### config.mk
export PLATFORM = sky130hd
export DESIGN_NAME = ptce_event_irq
export DESIGN_NICKNAME = d
export VERILOG_FILES = /design/src/rtl/ptce_event_irq.v
export VERILOG_INCLUDE_DIRS = /design/src /design/src/include
export SDC_FILE = /design/constraint.sdc
export NUM_CORES = 1
export LEC_CHECK = 0
export BUFFER_PORTS_ARGS = -buffer_cell sky130_fd_sc_hd__buf_2
export CAP_MARGIN = 20
export CELL_PAD_IN_SITES_DETAIL_PLACEMENT = 2
export CELL_PAD_IN_SITES_GLOBAL_PLACEMENT = 2
export CORE_MARGIN = 2
export CORE_UTILIZATION = 41
export CTS_BUF_LIST = sky130_fd_sc_hd__clkbuf_4
export DETAILED_ROUTE_END_ITERATION = 6
export GPL_ROUTABILITY_DRIVEN = 0
export PLACE_DENSITY_LB_ADDON = 0.05
export SYNTH_ARGS = -nofsm -noshare
export SYNTH_HDL_FRONTEND = slang
export SYNTH_SLANG_ARGS = --single-unit
export TNS_END_PERCENT = 50
### constraint.sdc
create_clock -name clk -period 8.6 [get_ports clk]
set_clock_uncertainty 0.15 [all_clocks]
set_input_delay 0.86 -clock clk [delete_from_list [all_inputs] [get_ports clk]]
set_output_delay 0.86 -clock clk [all_outputs]
set_load 0.005 [all_outputs]
### src/include/ptce_consts.vh
`ifndef PTCE_CONSTS_VH
`define PTCE_CONSTS_VH
// Register byte offsets
`define PTCE_OFF_TGT_HI 12'h180
`define PTCE_OFF_TGT_LO 12'h184
`define PTCE_OFF_RLD_HI 12'h188
`define PTCE_OFF_RLD_LO 12'h18C
`define PTCE_OFF_CFG 12'h190
`define PTCE_OFF_PINCFG 12'h194
`define PTCE_OFF_STS_EN 12'h198
`define PTCE_OFF_SYS_STS 12'h1A0
`define PTCE_OFF_SYS_EN 12'h1A4
// Config register fields
`define PTCE_CFG_RELOAD_ADD 0
`define PTCE_CFG_MODE8_LO 1
`define PTCE_CFG_MODE9_LO 3
`define PTCE_CFG_MASK 32'h0000001F
// Pin configuration fields
`define PTCE_PIN_OE8 0
`define PTCE_PIN_OE9 1
`define PTCE_PIN_POL8 2
`define PTCE_PIN_POL9 3
`define PTCE_PIN_BUF8 4
`define PTCE_PIN_BUF9 5
`define PTCE_PIN_MASK 32'h0000003F
// Status and enable fields
`define PTCE_STS_W 9
`define PTCE_EN_LO 16
`define PTCE_BIT_TIMER 0
`define PTCE_BIT_P1TX 5
`define PTCE_BIT_P1RX 6
`define PTCE_BIT_P2TX 7
`define PTCE_BIT_P2RX 8
`define PTCE_BIT_MII_RX 4
`define PTCE_SYS_EVT 29
// Pin event modes
`define PTCE_MODE_PULSE 2'h0
`define PTCE_MODE_TOGGLE 2'h1
`define PTCE_MODE_TIMER 2'h2
// Pulse timing
`define PTCE_PULSE_NS 100
`define PTCE_CLK_NS 4
`endif

### src/rtl/ptce_event_irq.v
// Our own choice: the APB interface to the registers.
`timescale 1ns/1ns
`default_nettype none
`include "ptce_consts.vh"

// How it works
// - Compare event drives each pin: pulse, toggle or timer status copy.
// - Pin is driven only while its output enable bit is set.
// - Pin level polarity comes from its event polarity bit.
// - Pin buffer type comes from its ordinary buffer type bit.
// - Pin 8 mode is config bits 2:1, read/write, reset 00.
// - Reload/add bit 0: zero reloads target, one adds to target.
// - Add mode increases 64-bit target by low reload/add value.
// - Writing one clears a status bit; zero leaves it.
// - Enabled status bits OR into system status bit 29.
// - Enable bits 24:16 read/write, reset zero, gate status 8:0.
// - Status bits set on events regardless of enables.
// - System interrupt needs local enable and system enable bit 29.
// - Bits 8 and 7 set on port 2 receive and transmit captures.
// - Bits 6 and 5 set on port 1 receive and transmit captures.
// - Bit 4 sets on capture of packet leaving fabric to external port.
// - Timer bit 0 sets when clock equals or passes target.
// - Pin 9 mode is config bits 4:3, same coding, reset 00.
module ptce_event_irq #(
  parameter PULSE_NS = `PTCE_PULSE_NS,
  parameter CLK_NS = `PTCE_CLK_NS
) (
  input wire clk,
  input wire rst_n,
  input wire psel,
  input wire penable,
  input wire pwrite,
  input wire [11:0] paddr,
  input wire [31:0] pwdata,
  input wire [3:0] pstrb,
  output reg [31:0] prdata,
  output wire pready,
  output wire pslverr,
  input wire [63:0] ptp_clock,
  input wire [8:1] capture_event,
  output wire [1:0] event_pin_out,
  output wire [1:0] event_pin_oe,
  output wire [1:0] event_pin_buf_type,
  output wire irq
);
  localparam PULSE_CYC = (PULSE_NS + CLK_NS - 1) / CLK_NS;
  localparam [7:0] PULSE_LEN = PULSE_CYC[7:0];
  localparam SW = `PTCE_STS_W;

  reg [63:0] target_reg;
  reg [63:0] reload_reg;
  reg [4:0] cfg_reg;
  reg [5:0] pincfg_reg;
  reg [SW-1:0] sts_reg;
  reg [SW-1:0] en_reg;
  reg sys_flag_reg;
  reg sys_en_reg;
  reg armed_reg;
  reg armed_next;
  reg [SW-1:0] sts_next;
  reg [31:0] prdata_next;
  reg [63:0] target_next;

  wire wr = psel & penable & pwrite;
  wire rd = psel & ~penable & ~pwrite;
  wire hit = (ptp_clock >= target_reg);
  wire cmp_evt = hit & armed_reg;
  wire [SW-1:0] set_vec;
  wire [SW-1:0] clr_vec;
  wire sum_evt;

  function [31:0] merge;
    input [31:0] old;
    input [31:0] wd;
    input [3:0] st;
    integer i;
    begin
      for (i = 0; i < 32; i = i + 1)
        merge[i] = st[i/8] ? wd[i] : old[i];
    end
  endfunction

  function valid_addr;
    input [11:0] a;
    begin
      case (a)
        `PTCE_OFF_TGT_HI, `PTCE_OFF_TGT_LO, `PTCE_OFF_RLD_HI,
        `PTCE_OFF_RLD_LO, `PTCE_OFF_CFG, `PTCE_OFF_PINCFG,
        `PTCE_OFF_STS_EN, `PTCE_OFF_SYS_STS, `PTCE_OFF_SYS_EN:
          valid_addr = 1'b1;
        default:
          valid_addr = 1'b0;
      endcase
    end
  endfunction

  function reg_wr;
    input w;
    input [11:0] a;
    input [11:0] off;
    begin
      reg_wr = w && (a == off);
    end
  endfunction

  // Write decode
  wire wr_tgt_hi = reg_wr(wr, paddr, `PTCE_OFF_TGT_HI);
  wire wr_tgt_lo = reg_wr(wr, paddr, `PTCE_OFF_TGT_LO);
  wire wr_rld_hi = reg_wr(wr, paddr, `PTCE_OFF_RLD_HI);
  wire wr_rld_lo = reg_wr(wr, paddr, `PTCE_OFF_RLD_LO);
  wire wr_cfg = reg_wr(wr, paddr, `PTCE_OFF_CFG);
  wire wr_pincfg = reg_wr(wr, paddr, `PTCE_OFF_PINCFG);
  wire wr_sts_en = reg_wr(wr, paddr, `PTCE_OFF_STS_EN);
  wire wr_sys_en = reg_wr(wr, paddr, `PTCE_OFF_SYS_EN);
  wire [31:0] cfg_merged;
  wire [31:0] pincfg_merged;

  assign cfg_merged =
    merge({27'h0, cfg_reg}, pwdata, pstrb) & `PTCE_CFG_MASK;
  assign pincfg_merged =
    merge({26'h0, pincfg_reg}, pwdata, pstrb) & `PTCE_PIN_MASK;

  assign pready = 1'b1;
  assign pslverr = psel & penable & ~valid_addr(paddr);

  // Event set vector
  assign set_vec = {capture_event, cmp_evt};
  assign clr_vec = (wr_sts_en && pstrb[1]) ?
    {pwdata[8], pstrb[0] ? pwdata[7:0] : 8'h00} :
    (wr_sts_en && pstrb[0]) ? {1'b0, pwdata[7:0]} : {SW{1'b0}};
  assign sum_evt = |(sts_reg & en_reg);

  assign irq = sys_flag_reg & sys_en_reg;

  // Next compare target
  always @* begin
    target_next = target_reg;
    if (cmp_evt) begin
      if (cfg_reg[`PTCE_CFG_RELOAD_ADD])
        target_next = target_reg + {32'h00000000, reload_reg[31:0]};
      else
        target_next = reload_reg;
    end
  end

  // Compare target, software write wins over event update
  always @(posedge clk or negedge rst_n) begin
    if (!rst_n) begin
      target_reg <= 64'hFFFFFFFFFFFFFFFF;
    end else begin
      target_reg <= target_next;
      if (wr_tgt_hi)
        target_reg[63:32] <= merge(target_reg[63:32], pwdata, pstrb);
      if (wr_tgt_lo)
        target_reg[31:0] <= merge(target_reg[31:0], pwdata, pstrb);
    end
  end

  // Arming, so one crossing gives one event
  always @* begin
    armed_next = armed_reg | ~hit;
    if (cmp_evt)
      armed_next = 1'b0;
    if (wr_tgt_hi || wr_tgt_lo)
      armed_next = 1'b1;
  end

  always @(posedge clk or negedge rst_n) begin
    if (!rst_n) begin
      armed_reg <= 1'b1;
    end else begin
      armed_reg <= armed_next;
    end
  end

  // Reload and add values
  always @(posedge clk or negedge rst_n) begin
    if (!rst_n) begin
      reload_reg <= 64'h0000000000000000;
    end else begin
      if (wr_rld_hi)
        reload_reg[63:32] <= merge(reload_reg[63:32], pwdata, pstrb);
      if (wr_rld_lo)
        reload_reg[31:0] <= merge(reload_reg[31:0], pwdata, pstrb);
    end
  end

  // Event configuration
  always @(posedge clk or negedge rst_n) begin
    if (!rst_n) begin
      cfg_reg <= 5'h00;
    end else if (wr_cfg) begin
      cfg_reg <= cfg_merged[4:0];
    end
  end

  // Pin configuration
  always @(posedge clk or negedge rst_n) begin
    if (!rst_n) begin
      pincfg_reg <= 6'h00;
    end else if (wr_pincfg) begin
      pincfg_reg <= pincfg_merged[5:0];
    end
  end

  // Status set and clear, set wins
  always @* begin
    sts_next = sts_reg & ~clr_vec;
    sts_next = sts_next | set_vec;
  end

  always @(posedge clk or negedge rst_n) begin
    if (!rst_n) begin
      sts_reg <= {SW{1'b0}};
    end else begin
      sts_reg <= sts_next;
    end
  end

  // Interrupt enables
  always @(posedge clk or negedge rst_n) begin
    if (!rst_n) begin
      en_reg <= {SW{1'b0}};
    end else if (wr_sts_en) begin
      if (pstrb[2])
        en_reg[7:0] <= pwdata[`PTCE_EN_LO +: 8];
      if (pstrb[3])
        en_reg[8] <= pwdata[`PTCE_EN_LO + 8];
    end
  end

  // System summary flag
  always @(posedge clk or negedge rst_n) begin
    if (!rst_n) begin
      sys_flag_reg <= 1'b0;
    end else begin
      sys_flag_reg <= sum_evt;
    end
  end

  // System enable
  always @(posedge clk or negedge rst_n) begin
    if (!rst_n) begin
      sys_en_reg <= 1'b0;
    end else if (wr_sys_en && pstrb[3]) begin
      sys_en_reg <= pwdata[`PTCE_SYS_EVT];
    end
  end

  // Event pins
  genvar g;
  generate
    for (g = 0; g < 2; g = g + 1) begin : gen_pin
      wire [1:0] mode = cfg_reg[`PTCE_CFG_MODE8_LO+2*g +: 2];
      wire pol = pincfg_reg[`PTCE_PIN_POL8+g];
      reg pin_reg;
      reg pulse_act_reg;
      reg [7:0] pulse_cnt_reg;

      // Pulse timer
      always @(posedge clk or negedge rst_n) begin
        if (!rst_n) begin
          pulse_act_reg <= 1'b0;
          pulse_cnt_reg <= 8'h00;
        end else if (mode != `PTCE_MODE_PULSE) begin
          pulse_act_reg <= 1'b0;
        end else if (cmp_evt) begin
          pulse_act_reg <= 1'b1;
          pulse_cnt_reg <= PULSE_LEN - 8'h01;
        end else if (pulse_cnt_reg != 8'h00) begin
          pulse_cnt_reg <= pulse_cnt_reg - 8'h01;
        end else begin
          pulse_act_reg <= 1'b0;
        end
      end

      // Level for toggle and timer modes, reserved mode holds
      always @(posedge clk or negedge rst_n) begin
        if (!rst_n) begin
          pin_reg <= 1'b0;
        end else begin
          case (mode)
            `PTCE_MODE_PULSE:
              pin_reg <= 1'b0;
            `PTCE_MODE_TOGGLE:
              if (cmp_evt)
                pin_reg <= ~pin_reg;
            `PTCE_MODE_TIMER:
              pin_reg <= sts_reg[`PTCE_BIT_TIMER];
            default:
              pin_reg <= pin_reg;
          endcase
        end
      end

      assign event_pin_out[g] =
        ((mode == `PTCE_MODE_PULSE) ? pulse_act_reg : pin_reg) ^
        ~pol;
      assign event_pin_oe[g] = pincfg_reg[`PTCE_PIN_OE8+g];
      assign event_pin_buf_type[g] = pincfg_reg[`PTCE_PIN_BUF8+g];
    end
  endgenerate

  // Read data, captured in the setup cycle
  always @* begin
    prdata_next = prdata;
    if (rd) begin
      case (paddr)
        `PTCE_OFF_TGT_HI: prdata_next = target_reg[63:32];
        `PTCE_OFF_TGT_LO: prdata_next = target_reg[31:0];
        `PTCE_OFF_RLD_HI: prdata_next = reload_reg[63:32];
        `PTCE_OFF_RLD_LO: prdata_next = reload_reg[31:0];
        `PTCE_OFF_CFG: prdata_next = {27'h0, cfg_reg};
        `PTCE_OFF_PINCFG: prdata_next = {26'h0, pincfg_reg};
        `PTCE_OFF_STS_EN: prdata_next = {7'h00, en_reg, 7'h00, sts_reg};
        `PTCE_OFF_SYS_STS: prdata_next = {2'h0, sys_flag_reg, 29'h0};
        `PTCE_OFF_SYS_EN: prdata_next = {2'h0, sys_en_reg, 29'h0};
        default: prdata_next = 32'h00000000;
      endcase
    end
  end

  always @(posedge clk or negedge rst_n) begin
    if (!rst_n) begin
      prdata <= 32'h00000000;
    end else begin
      prdata <= prdata_next;
    end
  end
endmodule
`default_nettype wire

### Yosys cells after proc, flatten, opt, wreduce, memory -nomap -nowiden

Index checks and enable logic that the tools add are counted.

| cells by class | value |
|---|---|
| $add $sub $neg | 3 |
| magnitude comparators | 1 |
| eq/ne operators | 25 |
| multiplexer cells | 59 |
| bitwise logic cells | 24 |
| reduce and logical (&&, ||, !) cells | 50 |

Operators by type and width:

| operator | number |
|---|---|
| case mux 32 bit (9 select lines) | 1 |
| two-way mux 64 bit | 2 |
| equality test 12 x 9 -> 1 bit, second input constant | 9 |
| adder 64 x 32 -> 64 bit | 1 |
| greater-or-equal comparator 64 bit | 1 |
| two-way mux 32 bit | 2 |
| two-way mux 8 bit | 6 |
| AND reduction 2 bit | 24 |
| two-way mux 1 bit | 45 |
| != test 2 bit, second input constant | 10 |
| AND 9 bit | 2 |
| OR reduction 9 bit | 2 |
| nonzero test 8 bit | 2 |
| subtractor 8 x 1 -> 8 bit, second input constant | 2 |
| nonzero test 2 bit | 6 |
| logical AND 1 bit | 11 |
| inverter 1 bit | 10 |
| two-way mux 9 bit | 1 |
| inverter 9 bit | 1 |
| OR 9 bit | 1 |
| AND 1 bit | 7 |
| != test 3 bit, second input constant | 2 |
| case mux 1 bit (3 select lines) | 2 |
| nonzero test 3 bit | 2 |
| other kinds (6) | 10 |

| word-level totals | value |
|---|---|
| register bits after elaboration | 212 |
| input port bits | 125 |
| output and inout bits | 41 |
| logic and storage cells | 193 |

### Depth between registers and ports, before layout

| depth | value |
|---|---|
| word-level depth | 9 |
| mapped depth | 14 |
| depth with buffers taken out | 12 |

### Least setup slack after synthesis

No wires, ideal clock.

| timing | value |
|---|---|
| kind | input -> register |
| from | input ptp_clock[17] |
| to | register target_reg[54] |
| setup time | 0.094 ns |
| arrival time | 3.114 ns |
| required time | 8.356 ns |
| setup slack | 5.242 ns |
| stages on the path | 11 |
| path buffers | 2 |
| cells stage by stage | ha_1 a21o_1 a2111oi_2 o311a_1 o21ai_1 a311oi_2 a21oi_1 buf_6 mux2_2 buf_6 a311oi_1 |

| between the ends | value |
|---|---|
| longest elaborated chain between the ends | 4 |

Ends and longest elaborated chain:

| what | line | RTL |
|---|---|---|
| start, declared | ptce_event_irq.v:39 | `input wire [63:0] ptp_clock,` |
| greater-or-equal comparator 64 bit | ptce_event_irq.v:66 | `wire hit = (ptp_clock >= target_reg);` |
| AND 1 bit | ptce_event_irq.v:67 | `wire cmp_evt = hit & armed_reg;` |
| nonzero test 2 bit (no source line) | n/a |  |
| AND reduction 2 bit (no source line) | n/a |  |
| end signal, assigned | ptce_event_irq.v:151 | `target_reg <= target_next;` |
| end signal, assigned | ptce_event_irq.v:153 | `target_reg[63:32] <= merge(target_reg[63:32], pwdata, pstrb);` |
| end, declared | ptce_event_irq.v:50 | `reg [63:0] target_reg;` |

Every way passes these cells.
A chain may end at the register's enable or synchronous reset.

### Worst setup path after layout

| timing | value |
|---|---|
| from | register target_reg[0] |
| to | register target_reg[3] |

| between the ends | value |
|---|---|
| longest elaborated chain between the ends | 4 |
| elaborated cells on any way between the ends | 8 |
| those cells by class | 1 x add/sub; 1 x order compare; 3 x mux; 1 x bitwise; 2 x reduce/logical |

Ends and longest elaborated chain:

| what | line | RTL |
|---|---|---|
| start signal, assigned | ptce_event_irq.v:151 |  |
| start signal, assigned | ptce_event_irq.v:155 | `target_reg[31:0] <= merge(target_reg[31:0], pwdata, pstrb);` |
| adder 64 x 32 -> 64 bit or greater-or-equal comparator 64 bit (tied branches) | ptce_event_irq.v:140, ptce_event_irq.v:66 |  |
| two-way mux 64 bit or AND 1 bit (tied branches) | ptce_event_irq.v:139, ptce_event_irq.v:67 |  |
| two-way mux 64 bit or nonzero test 2 bit (tied branches) | n/a |  |
| two-way mux 32 bit or AND reduction 2 bit (tied branches) | n/a |  |

Parallel ways exist; a longest one is shown, timed or not. The select of a mux whose other input is x is not followed.

==> results.cfg <==
[run_status]
status = finished, violations left
violations = design-rule violations, negative hold slack

[synth]
yosys_warnings = 0
avgSynthCellArea_um2 = 9.15
ys_async_sr_fraction_pct = 100
ys_seq_area_share_pct = 36.8
synth-edff-count = 0
synthCells = 1599
ys_seq_elements = 212
synth_cell_types = 87
syn_nets = 1833
syn_area_um2 = 14600
synth_flop_cell = dfrtp_1

[setup_path]
r2r_slack_ns = 4.17
startpoint = target_reg[0]
regToRegEndpoint = target_reg[3]
worstPathArrival_ns = 4.95
critPathKind = reg -> reg
crit_end = target_reg[3]
critical_path.startpoint_type = flip-flop
critPathRequiredTime_ns = 9.11
regToRegStartpoint = target_reg[0]
end_kind = flip-flop
cp_max_fo = 26
reg2reg_depth = 10

[power_and_ir_drop]
powerDensity_nw_per_um2 = 161
combPwrFrac_pct = 15.9
p_int_mw = 1.85
p_switching_mw = 0.844
swShare_pct = 31.3
pwr-share-seq_pct = 41.9
clock_power_share_pct = 42.2
leakagePower_nw = 7.77
ir_worst_vdd_v = 0.0000815

[flow_run]
max_cap_violations = 0

[cells_and_area]
syn_to_final_growth_pct = 14.4
layout_commonest_cell = buf_2
design_area_um2 = 16700
layout.nets = 2004
fin_util_pct = 47.3
layout-drive-gt1-share_pct = 26.0
finalNonFillerCells = 2283
layout_common_cells = 164 x buf_2, 146 x dfrtp_1, 144 x nand2_1

[sta]
slew_headroom_pct = 27.8
tns_ns = 0
setup_viol = 0
fmax_ghz = 0.225
min_period_ns = 4.43
tightest_slew_ns = 1.06
finalCritPeriodShare_pct = 51.6
hold_ws_ns = -0.00678
hold_viol_final = 4
rsz0062_at_grt = no
slew_viol_final = 0

[floorplan]
core_um2 = 35400
initial_core_util_pct = 41.3
die_area_um2 = 37200
ioPinCount = 166
die_x_um = 193
num_rows = 69
chipHeight_um = 193

[clock_network]
cts_buffer_depth = 3
clock_sinks = 212
path_clk_slew_ns = 0.07
postCtsHoldBufs = 0
root_buffer = clkbuf_4
cts_setup_buffers = 0
cts_tree = done
cts_inserted_buffers = 67
insertion_delay_ns = 0.77
h-tree-depth = 3
cts.repair.resized = 0

[placement]
numPortBuffers = 164
place_area_um2 = 15800
dp.cells = 2160
dp_hpwl_mm = 47.2

[detailed_routing]
wl_per_cell_um = 28.1
drtAntennaViolNets = 0
wl_mm = 64.2
drcViolationCount = 4
drt-initial-drc-count = 1075
dr.pass1.iters = 7
viasPerCell = 6.39
vias = 14600

[global_route]
grt.overflow.total = 0
grt_max_degree = 95
grt_pass1_wl_mm = 96.6
grt_usage_pct = 34.8
grt_pass1_vias = 15500
antenna_found_initial = 3

[min_path]
worstHoldPathType = in -> async
## through the flow
stage,power (mW),hold WS [ns],setup WS [ns]
global placement,1.54,0.319,4.04
detailed placement,1.57,0.326,3.86
floorplan,1.35,0.316,5.24
CTS,2.71,0.0202,4.29
global route,2.81,0.0582,4.11
finish,2.69,-0.00678,4.17
## Yosys cell counts (all sizes together) (17+ instances only)
cell type | number | area, um^2
dfrtp | 147 | 3680
nand2 | 145 | 547
a21oi | 136 | 688
nor2 | 111 | 424
ha | 108 | 1350
inv | 87 | 327
mux2 | 81 | 912
o21ai | 80 | 404
dfstp | 65 | 1710
clkbuf | 55 | 206
nand3 | 53 | 265
a31oi | 40 | 256
a21o | 37 | 278
a222oi | 33 | 330
nand4 | 33 | 213
and3 | 32 | 200
buf | 26 | 159
a22oi | 23 | 173
xnor2 | 23 | 201
a211oi | 20 | 150
o22ai | 20 | 125
nor3 | 19 | 100
o21a | 19 | 143
o211ai | 17 | 133
## worst min-delay path by stage
stage	slack, ns	to	startpoint
after floorplan	0.32	gen_pin[0].pulse_act_reg	gen_pin[0].pulse_act_reg
after global placement	0.32	prdata[1]	prdata[1]
after detailed placement	0.33	prdata[1]	prdata[1]
after CTS	0.02	reload_reg[45]	rst_n
after global routing	0.06	gen_pin[1].pulse_cnt_reg[0]	rst_n
final	-0.007	gen_pin[0].pulse_act_reg	rst_n
## power groups by stage
| stage | clock network [mW] | registers (mW) | logic, mW |
|---|---|---|---|
| 2_1_floorplan | 0 | 1.11 | 0.239 |
| 3_3_place_gp | 0 | 1.14 | 0.402 |
| 3_5_place_dp | 0 | 1.14 | 0.424 |
| 4_1_cts | 1.15 | 1.13 | 0.430 |
| 5_1_grt | 1.21 | 1.13 | 0.474 |
| 6_report | 1.14 | 1.13 | 0.429 |
## layout make-up
type	instances	area [um^2]
multi-input combinational	1218	8570
tap	461	577
fill	3897	18700
sequential	212	5390
clock buffer	107	803
timing repair buffer	183	975
inverter	88	330
clock inverter	12	98.8
antenna	2	5.00
## worst max-delay path, cell delays in order, from the launching register on
cell       delay, ns
dfstp_2         0.62
ha_1            0.25
nand2b_1        0.13
a2111oi_0       0.83
o311a_1         0.26
o21ai_1         0.17
a311oi_2        0.39
a211o_1         0.65
buf_4           0.46
a211oi_1        0.11
a221o_1         0.32
## logic make-up (layout without fill, tap and decap cells)
logic type	count (synthesis)	in the layout	share of synthesized area [%]
AO/OA/AOI/OAI	522	522	24.4
XOR/XNOR	39	39	2.33
adder cells (fa/ha/maj)	109	109	9.37
buffers and inverters	169	390	4.75
flip-flops	212	212	36.8
multiplexers	92	92	6.99
other	1	3	0.0256
AND/OR/NAND/NOR	455	455	15.3
## per-layer routing
layer,GRT usage [%],part of all wire (%)
met5,0,0
met2,55.7,46
met3,6.73,7.2
met1,46.4,44
met4,13.3,3.4
(Power assumes the default switching activity.)
